**src/shared/cdg_pkg.sv**
```systemverilog
// ==========================================================
// Register map, field positions and state codes
package cdg_pkg;
  // Register bus widths and dead-band count width
  localparam int unsigned CDG_AW = 3;
  localparam int unsigned CDG_DW = 8;
  localparam int unsigned CDG_DBW = 6;

  // Register offsets
  localparam logic [2:0] CDG_OFF_CTRL0 = 3'h0;
  localparam logic [2:0] CDG_OFF_CTRL1 = 3'h1;
  localparam logic [2:0] CDG_OFF_DBR = 3'h2;
  localparam logic [2:0] CDG_OFF_DBF = 3'h3;
  localparam logic [2:0] CDG_OFF_STAT = 3'h4;

  // Control register 0 fields
  localparam int unsigned CDG_C0_ON = 7;
  localparam int unsigned CDG_C0_OE_B = 6;
  localparam int unsigned CDG_C0_OE_A = 5;
  localparam int unsigned CDG_C0_POL_B = 4;
  localparam int unsigned CDG_C0_POL_A = 3;
  localparam int unsigned CDG_C0_CLKSEL = 0;

  // Control register 1 fields
  localparam int unsigned CDG_C1_FORCE = 7;
  localparam int unsigned CDG_C1_OVR_B = 5;
  localparam int unsigned CDG_C1_OVR_A = 4;
  localparam int unsigned CDG_C1_ISEL = 0;

  // Reset values
  localparam logic [7:0] CDG_RST_CTRL0 = 8'h00;
  localparam logic [7:0] CDG_RST_CTRL1 = 8'h00;
  localparam logic [5:0] CDG_RST_DB = 6'h00;

  // Input source codes
  localparam logic [1:0] CDG_SRC_CMP1 = 2'h0;
  localparam logic [1:0] CDG_SRC_CMP2 = 2'h1;
  localparam logic [1:0] CDG_SRC_PWM1 = 2'h2;
  localparam logic [1:0] CDG_SRC_PWM2 = 2'h3;

  // Clock rates of the two dead-band time bases
  localparam int unsigned CDG_SYS_FREQ_HZ = 20_000_000;
  localparam int unsigned CDG_OSC_FREQ_HZ = 16_000_000;

  // Sequencer states
  typedef enum logic [2:0] {
    ST_IDLE = 3'b000,
    ST_RISE_DB = 3'b001,
    ST_A_ON = 3'b010,
    ST_FALL_DB = 3'b011,
    ST_B_ON = 3'b100
  } cdg_state_t;
endpackage : cdg_pkg

```
**src/rtl/cdg_db_counter.sv**
```systemverilog
`timescale 1ns/10ps
// ==========================================================
// Dead-band counter, one per edge direction
module cdg_db_counter
  import cdg_pkg::*;
(
  input wire logic clk,
  input wire logic rst,
  input wire logic ce,
  input wire logic clear,
  input wire logic tick,
  input wire logic [CDG_DBW-1:0] limit,
  output logic done
);
  logic [CDG_DBW-1:0] count_q;

  // Counts generator clock ticks from zero, saturating at the limit
  always_ff @(posedge clk) begin
    if (rst) begin
      count_q <= '0;
    end else if (ce) begin
      if (clear) begin
        count_q <= '0;
      end else if (tick && (count_q != limit)) begin
        count_q <= count_q + 6'h01;
      end
    end
  end

  // Level, reached once the count has met the limit
  assign done = (count_q == limit);
endmodule : cdg_db_counter

```
**src/rtl/cdg_top.sv**
```systemverilog
`timescale 1ns/10ps
// ==========================================================
module cdg_top
  import cdg_pkg::*;
(
  input wire logic clk,
  input wire logic ce,
  input wire logic rst,
  input wire logic [CDG_AW-1:0] addr,
  input wire logic [CDG_DW-1:0] wr_data,
  input wire logic wr_en,
  input wire logic rd_en,
  output logic [CDG_DW-1:0] rd_data,
  input wire logic comparator_one_result,
  input wire logic comparator_two_result,
  input wire logic pulse_gen_one_output,
  input wire logic pulse_gen_two_output,
  input wire logic internal_fast_oscillator,
  output logic wave_out_a,
  output logic wave_out_b,
  output logic wave_a_oe,
  output logic wave_b_oe
);
  // ==========================================================
  // Control registers
  logic generator_on_bit_q;
  logic pin_a_drive_enable_q;
  logic pin_b_drive_enable_q;
  logic pin_a_polarity_q;
  logic pin_b_polarity_q;
  logic deadband_clock_select_q;
  logic force_override_q;
  logic override_a_q;
  logic override_b_q;
  logic [1:0] input_source_select_q;
  logic [CDG_DBW-1:0] rising_deadband_count_q;
  logic [CDG_DBW-1:0] falling_deadband_count_q;
  logic [CDG_DW-1:0] rd_data_q;

  // Sequencer and edge logic
  cdg_state_t state_q;
  cdg_state_t state_d;
  logic src_now;
  logic src_q;
  logic rise;
  logic fall;
  logic osc_q;
  logic osc_rise;
  logic tick;
  logic rise_clr;
  logic fall_clr;
  logic rise_done;
  logic fall_done;
  logic a_on_d;
  logic b_on_d;
  logic level_a_d;
  logic level_b_d;
  logic wave_a_q;
  logic wave_b_q;
  logic oe_a_q;
  logic oe_b_q;

  // ==========================================================
  // Register writes
  always_ff @(posedge clk) begin
    if (rst) begin
      generator_on_bit_q <= CDG_RST_CTRL0[CDG_C0_ON];
      pin_b_drive_enable_q <= CDG_RST_CTRL0[CDG_C0_OE_B];
      pin_a_drive_enable_q <= CDG_RST_CTRL0[CDG_C0_OE_A];
      pin_b_polarity_q <= CDG_RST_CTRL0[CDG_C0_POL_B];
      pin_a_polarity_q <= CDG_RST_CTRL0[CDG_C0_POL_A];
      deadband_clock_select_q <= CDG_RST_CTRL0[CDG_C0_CLKSEL];
      force_override_q <= CDG_RST_CTRL1[CDG_C1_FORCE];
      override_b_q <= CDG_RST_CTRL1[CDG_C1_OVR_B];
      override_a_q <= CDG_RST_CTRL1[CDG_C1_OVR_A];
      input_source_select_q <= CDG_RST_CTRL1[CDG_C1_ISEL +: 2];
      rising_deadband_count_q <= CDG_RST_DB;
      falling_deadband_count_q <= CDG_RST_DB;
    end else if (ce && wr_en) begin
      unique case (addr)
        CDG_OFF_CTRL0: begin
          generator_on_bit_q <= wr_data[CDG_C0_ON];
          pin_b_drive_enable_q <= wr_data[CDG_C0_OE_B];
          pin_a_drive_enable_q <= wr_data[CDG_C0_OE_A];
          pin_b_polarity_q <= wr_data[CDG_C0_POL_B];
          pin_a_polarity_q <= wr_data[CDG_C0_POL_A];
          deadband_clock_select_q <= wr_data[CDG_C0_CLKSEL];
        end
        CDG_OFF_CTRL1: begin
          force_override_q <= wr_data[CDG_C1_FORCE];
          override_b_q <= wr_data[CDG_C1_OVR_B];
          override_a_q <= wr_data[CDG_C1_OVR_A];
          input_source_select_q <= wr_data[CDG_C1_ISEL +: 2];
        end
        CDG_OFF_DBR: rising_deadband_count_q <= wr_data[CDG_DBW-1:0];
        CDG_OFF_DBF: falling_deadband_count_q <= wr_data[CDG_DBW-1:0];
        default: ; // Writes to unmapped or read-only offsets are dropped
      endcase
    end
  end

  // ==========================================================
  // Register reads, data valid only in the cycle after the strobe
  always_ff @(posedge clk) begin
    if (rst) begin
      rd_data_q <= 8'h00;
    end else if (ce) begin
      rd_data_q <= 8'h00;
      if (rd_en) begin
        unique case (addr)
          CDG_OFF_CTRL0: rd_data_q <= {generator_on_bit_q, pin_b_drive_enable_q, pin_a_drive_enable_q,
                                       pin_b_polarity_q, pin_a_polarity_q, 2'b00, deadband_clock_select_q};
          CDG_OFF_CTRL1: rd_data_q <= {force_override_q, 1'b0, override_b_q, override_a_q,
                                       2'b00, input_source_select_q};
          CDG_OFF_DBR: rd_data_q <= {2'b00, rising_deadband_count_q};
          CDG_OFF_DBF: rd_data_q <= {2'b00, falling_deadband_count_q};
          CDG_OFF_STAT: rd_data_q <= {2'b00, state_q, src_q, wave_a_q, wave_b_q};
          default: rd_data_q <= 8'h00; // Unmapped offsets read as zero
        endcase
      end
    end
  end

  // ==========================================================
  // Input source selection and edge detection
  always_comb begin
    unique case (input_source_select_q)
      CDG_SRC_CMP1: src_now = comparator_one_result;
      CDG_SRC_CMP2: src_now = comparator_two_result;
      CDG_SRC_PWM1: src_now = pulse_gen_one_output;
      CDG_SRC_PWM2: src_now = pulse_gen_two_output;
    endcase
  end

  // Previous input level; tracked even while off so enabling makes no false edge
  always_ff @(posedge clk) begin
    if (rst) begin
      src_q <= 1'b0;
    end else if (ce) begin
      src_q <= src_now;
    end
  end

  assign rise = src_now & ~src_q;
  assign fall = ~src_now & src_q;

  // ==========================================================
  // Dead-band time base
  // The oscillator is sampled on clk, so its edges are only seen as far as clk resolves them;
  // the edge phase against the input is where the one-period uncertainty comes from.
  always_ff @(posedge clk) begin
    if (rst) begin
      osc_q <= 1'b0;
    end else if (ce) begin
      osc_q <= internal_fast_oscillator;
    end
  end

  assign osc_rise = internal_fast_oscillator & ~osc_q;
  assign tick = deadband_clock_select_q ? osc_rise : 1'b1;

  // Rising and falling counters run independently
  cdg_db_counter u_rise_cnt (
    .clk(clk),
    .rst(rst),
    .ce(ce),
    .clear(rise_clr),
    .tick(tick),
    .limit(rising_deadband_count_q),
    .done(rise_done)
  );

  cdg_db_counter u_fall_cnt (
    .clk(clk),
    .rst(rst),
    .ce(ce),
    .clear(fall_clr),
    .tick(tick),
    .limit(falling_deadband_count_q),
    .done(fall_done)
  );

  // ==========================================================
  // Sequencer; a new edge always restarts, which abandons any running count
  always_comb begin
    state_d = state_q;
    rise_clr = 1'b0;
    fall_clr = 1'b0;
    if (!generator_on_bit_q) begin
      state_d = ST_IDLE;
    end else if (rise) begin
      rise_clr = 1'b1;
      state_d = (rising_deadband_count_q == 6'h00) ? ST_A_ON : ST_RISE_DB;
    end else if (fall) begin
      fall_clr = 1'b1;
      state_d = (falling_deadband_count_q == 6'h00) ? ST_B_ON : ST_FALL_DB;
    end else begin
      unique case (state_q)
        ST_IDLE: state_d = ST_IDLE;
        ST_RISE_DB: if (rise_done) state_d = ST_A_ON;
        ST_A_ON: state_d = ST_A_ON;
        ST_FALL_DB: if (fall_done) state_d = ST_B_ON;
        ST_B_ON: state_d = ST_B_ON;
        default: state_d = ST_IDLE; // Recover from an illegal code
      endcase
    end
  end

  always_ff @(posedge clk) begin
    if (rst) begin
      state_q <= ST_IDLE;
    end else if (ce) begin
      state_q <= state_d;
    end
  end

  // ==========================================================
  // Output levels: polarity on the waveform, overrides passed straight
  assign a_on_d = (state_d == ST_A_ON);
  assign b_on_d = (state_d == ST_B_ON);
  assign level_a_d = force_override_q ? override_a_q : (pin_a_polarity_q ? a_on_d : ~a_on_d);
  assign level_b_d = force_override_q ? override_b_q : (pin_b_polarity_q ? b_on_d : ~b_on_d);

  // Pins are registered so the switch drivers never see a combinational glitch
  always_ff @(posedge clk) begin
    if (rst) begin
      wave_a_q <= 1'b0;
      wave_b_q <= 1'b0;
      oe_a_q <= 1'b0;
      oe_b_q <= 1'b0;
    end else if (ce) begin
      if (!generator_on_bit_q) begin
        wave_a_q <= 1'b0;
        wave_b_q <= 1'b0;
        oe_a_q <= 1'b0;
        oe_b_q <= 1'b0;
      end else begin
        wave_a_q <= level_a_d;
        wave_b_q <= level_b_d;
        oe_a_q <= pin_a_drive_enable_q;
        oe_b_q <= pin_b_drive_enable_q;
      end
    end
  end

  assign wave_out_a = wave_a_q;
  assign wave_out_b = wave_b_q;
  assign wave_a_oe = oe_a_q;
  assign wave_b_oe = oe_b_q;
  assign rd_data = rd_data_q;
endmodule : cdg_top

```
**config.mk**
```make
export PLATFORM = sky130hd
export DESIGN_NAME = cdg_top
export DESIGN_NICKNAME = d
export VERILOG_FILES = /design/src/shared/cdg_pkg.sv /design/src/rtl/cdg_db_counter.sv /design/src/rtl/cdg_top.sv
export SDC_FILE = /design/constraint.sdc
export NUM_CORES = 1
export LEC_CHECK = 0
export CORE_MARGIN = 4
export CORE_UTILIZATION = 45
export CTS_CLUSTER_DIAMETER = 30
export CTS_CLUSTER_SIZE = 24
export DETAILED_ROUTE_END_ITERATION = 10
export DONT_BUFFER_PORTS = 1
export PLACE_DENSITY_LB_ADDON = 0.08
export SLEW_MARGIN = 10
export SYNTH_ARGS = -nofsm -noshare
export SYNTH_HDL_FRONTEND = slang
export SYNTH_SLANG_ARGS = --single-unit
```
**constraint.sdc**
```tcl
create_clock -name clk -period 2.2 [get_ports clk]
set_input_delay 0.22 -clock clk [delete_from_list [all_inputs] [get_ports clk]]
set_output_delay 0.22 -clock clk [all_outputs]
set_load 0.02 [all_outputs]
```
==> impl_metrics.csv <==
group,metric,value,unit
outcome,status,"finished, final reports clean",
critical_path,path_cells,"mux4_2 -> a211oi_2 -> nor2_1 -> a211o_1 -> a31o_1 -> a31o_1",
critical_path,cp.arrival,2320,ps
critical_path,slowest_stage,"mux4_2",
clock_tree,clkSlewWorstSetupHoldPaths,110,ps
power,p_seq_share,57.6,%
cells_and_area,nets,335,
global_routing,grt_max_degree,46,
logic_synthesis,syn-num-nets,335,
sta,fin_ws,98.5,ps
cells_and_area,diodes,0,
critical_path,path_delay_family,"compound AO/OA/AOI/OAI gates",
logic_synthesis,synth_edf_count,0,
critical_path,cpPeakStageDelay,580,ps
critical_path,required,2420,ps
sta,hold_violations,0,
placement,dp_cells,375,
drt,drc,0,
drt,wl_met1,3.39,mm
logic_synthesis,synth.avg_cell_area,8.65,um^2
job,drv_cap,0,
global_routing,grt_pass1_wl,11.4,mm
logic_synthesis,synth_cells,312,
floorplan,core-area,5680,um^2
logic_synthesis,ys_seq_area_share,38.6,%
global_routing,gr-total-overflow,0,
logic_synthesis,yosys_warnings,0,
sta,relSlewSlack,65.1,%
logic_synthesis,synth_most_common_cell,"dfxtp_1",
sta,fin_setup_tns,0,ps
drt,maxUsedRoutingLayer,"met4",
sta,setup_violations,0,
drt,dr.pass1.iters,4,
logic_synthesis,ys_types,49,
power,comb_power_share,9.4,%
sta,fin_crit,2100,ps
floorplan,io-pin-count,33,
clock_tree,cts_buffers,5,
power,clkPwrFrac,33.0,%
logic_synthesis,synthTopCellsByArea,"dfxtp_1 (39%), mux2i_1 (12%), nor2_1 (7.0%)",
clock_tree,cts_root_buffer,"clkbuf_8",
critical_path,critPathKind,"flip-flop to flip-flop",
power,swShare,26.5,%
sta,drv_slew,0,
cells_and_area,fin_area,2900,um^2
logic_synthesis,synth_seq_cells,52,
drt,wire_per_inst,18.0,um
cells_and_area,fillers,566,
cells_and_area,fin_cells,385,
drt,ant_nets,0,
critical_path,cp-start-kind,"flip-flop",
floorplan,fp.dieW,85.4,um
floorplan,dieArea,7300,um^2
floorplan,die_h,85.4,um
placement,place_hpwl,5.09,mm
drt,wl_met2,2.99,mm
drt,drt_iter0_drc,149,
drt,drt_wl_total,6.94,mm
critical_path,critPathMaxFanout,6,
cells_and_area,drive_above_1_share,9.58,%
sta,post-route-period-util,95.5,%
critical_path,cpMostUsedCell,"a31o_1",
global_routing,antenna_found_initial,0,
floorplan,start_util,47.5,%
critical_path,crit_buf_inv,0,
power,intPower,1.26,mW
sta,worst_pin_slew,522,ps
cells_and_area,syn2layout_area_growth,7.51,%
cells_and_area,seq_area,1040,um^2
sta,rsz0062_at_grt,"no",
drt,dr_wl_met3,504,um
power,power.switching,0.453,mW
placement,dp_slack,99.1,ps
clock_tree,cts_tree,"done",
placement,gp_congestion,0.875,
sta,skew,15.6,ps
drt,viasPerCell,5.75,
clock_tree,cts_buffer_depth,2,
clock_tree,htree_levels,2,
logic_synthesis,synthArstFlopShare,0,%
logic_synthesis,ys.flop_type,"dfxtp_1",
power,p_leak,1.07,nW
logic_synthesis,syn_area,2700,um^2
critical_path,critPathCaptureType,"flip-flop",
cells_and_area,multi_input_area,1550,um^2
placement,io_buffer_count,0,
power,p_per_area,590,nW/um^2
clock_tree,clock_latency,310,ps
placement,dpl_cell_area,2780,um^2
global_routing,grt.total_usage,19.8,%
power,vdd_ir_drop_max,321,uV
sta,max_freq,0.476,GHz
global_routing,grt_pass1_vias,2103,
logic_synthesis,yosys.area.top_type_share,38.6,%
logic_synthesis,synth_common_cells,"dfxtp_1 (52), nor2_1 (50), mux2i_1 (31)",
logic_synthesis,yosysTopAreaCell,"dfxtp_1",
drt,num_vias,2215,
clock_tree,cts.sinks,52,
min_path,hold_path_class,"primary input to flip-flop",
floorplan,rows,27,
## logic make-up (layout without fill, tap and decap cells)
kind of cell / count (synthesis) / in the layout / synth area share (%)
adders and majority gates: 2 / 2 / 0.927
xor gates and xnor gates: 19 / 19 / 6.17
AOI/OAI and AO/OA: 63 / 63 / 16.0
and+or+nand+nor: 114 / 114 / 20.5
muxes: 36 / 36 / 14.0
buffers and inverters: 26 / 27 / 3.90
DFF: 52 / 52 / 38.6
## routing by layer
layer	GRT usage (%)	vias up
li1	-	1107
met1	29.0	1037
met2	29.1	62
met3	5.63	9
met4	3.45	0
met5	0	-
## flip-flops by register name (all words and copies together) (netlist names), 2 cells and up
name                      cells
state_q                       3
rd_data                       8
input_source_select_q         2
rising_deadband_count_q       6
falling_deadband_count_q      6
u_fall_cnt.count_q            6
u_rise_cnt.count_q            6
## layout make-up
cell class,instances,area share [%]
Sequential cell,52,35.9
Clock inverter,3,0.777
Timing Repair Buffer,11,3.28
Multi-Input combinational cell,234,53.5
Inverter,8,1.04
Clock buffer,5,2.37
Tap cell,72,3.11
## power groups by stage
stage | sequential (mW) | combinational (mW) | clock, mW
floorplan | 0.999 | 0.142 | 0
global placement | 1.01 | 0.143 | 0
detailed placement | 1.01 | 0.144 | 0
CTS | 0.985 | 0.162 | 0.580
global route | 0.988 | 0.183 | 0.634
finish | 0.985 | 0.161 | 0.565
## through the flow
step | power (mW) | utilization, % | hold slack (ps)
floorplan | 1.14 | - | 364
global placement | 1.15 | 49.0 | 296
detailed placement | 1.15 | 49.0 | 298
CTS | 1.73 | 50.9 | 45.9
global route | 1.80 | 51.1 | 47.1
finish | 1.71 | 51.1 | 53.6
## what timing repair did
| action | CTS | global route |
|---|---|---|
| resized for setup | 0 | 1 |
| endpoints found under the hold margin | 45 | 0 |
| setup buffers | 0 | 1 |
| hold buffers | 1 | 0 |
| endpoints found under the setup margin | 0 | 1 |
## placed cells by master (no fill, tap or decap), types with 10 or more instances in the layout
cell type  count
a21oi_1       16
nor2_1        50
mux2i_1       31
xnor2_1       11
nand2_1       18
a22oi_1       13
dfxtp_1       51
buf_4         10
## final timing paths
kind | startpoint | to | slack (ps) | cells after the start
max | input_source_select_q[0]$_SDFFE_PP0P_ | wave_out_a$_SDFFE_PP0P_ | 100 | 6
min | wr_data[0] | input_source_select_q[0]$_SDFFE_PP0P_ | 50 | 2
max reg2reg | input_source_select_q[0]$_SDFFE_PP0P_ | wave_out_a$_SDFFE_PP0P_ | 100 | 6
min reg2reg | src_q$_SDFFE_PP0P_ | src_q$_SDFFE_PP0P_ | 510 | 2
Note: power is estimated with default switching activity, not from simulation.
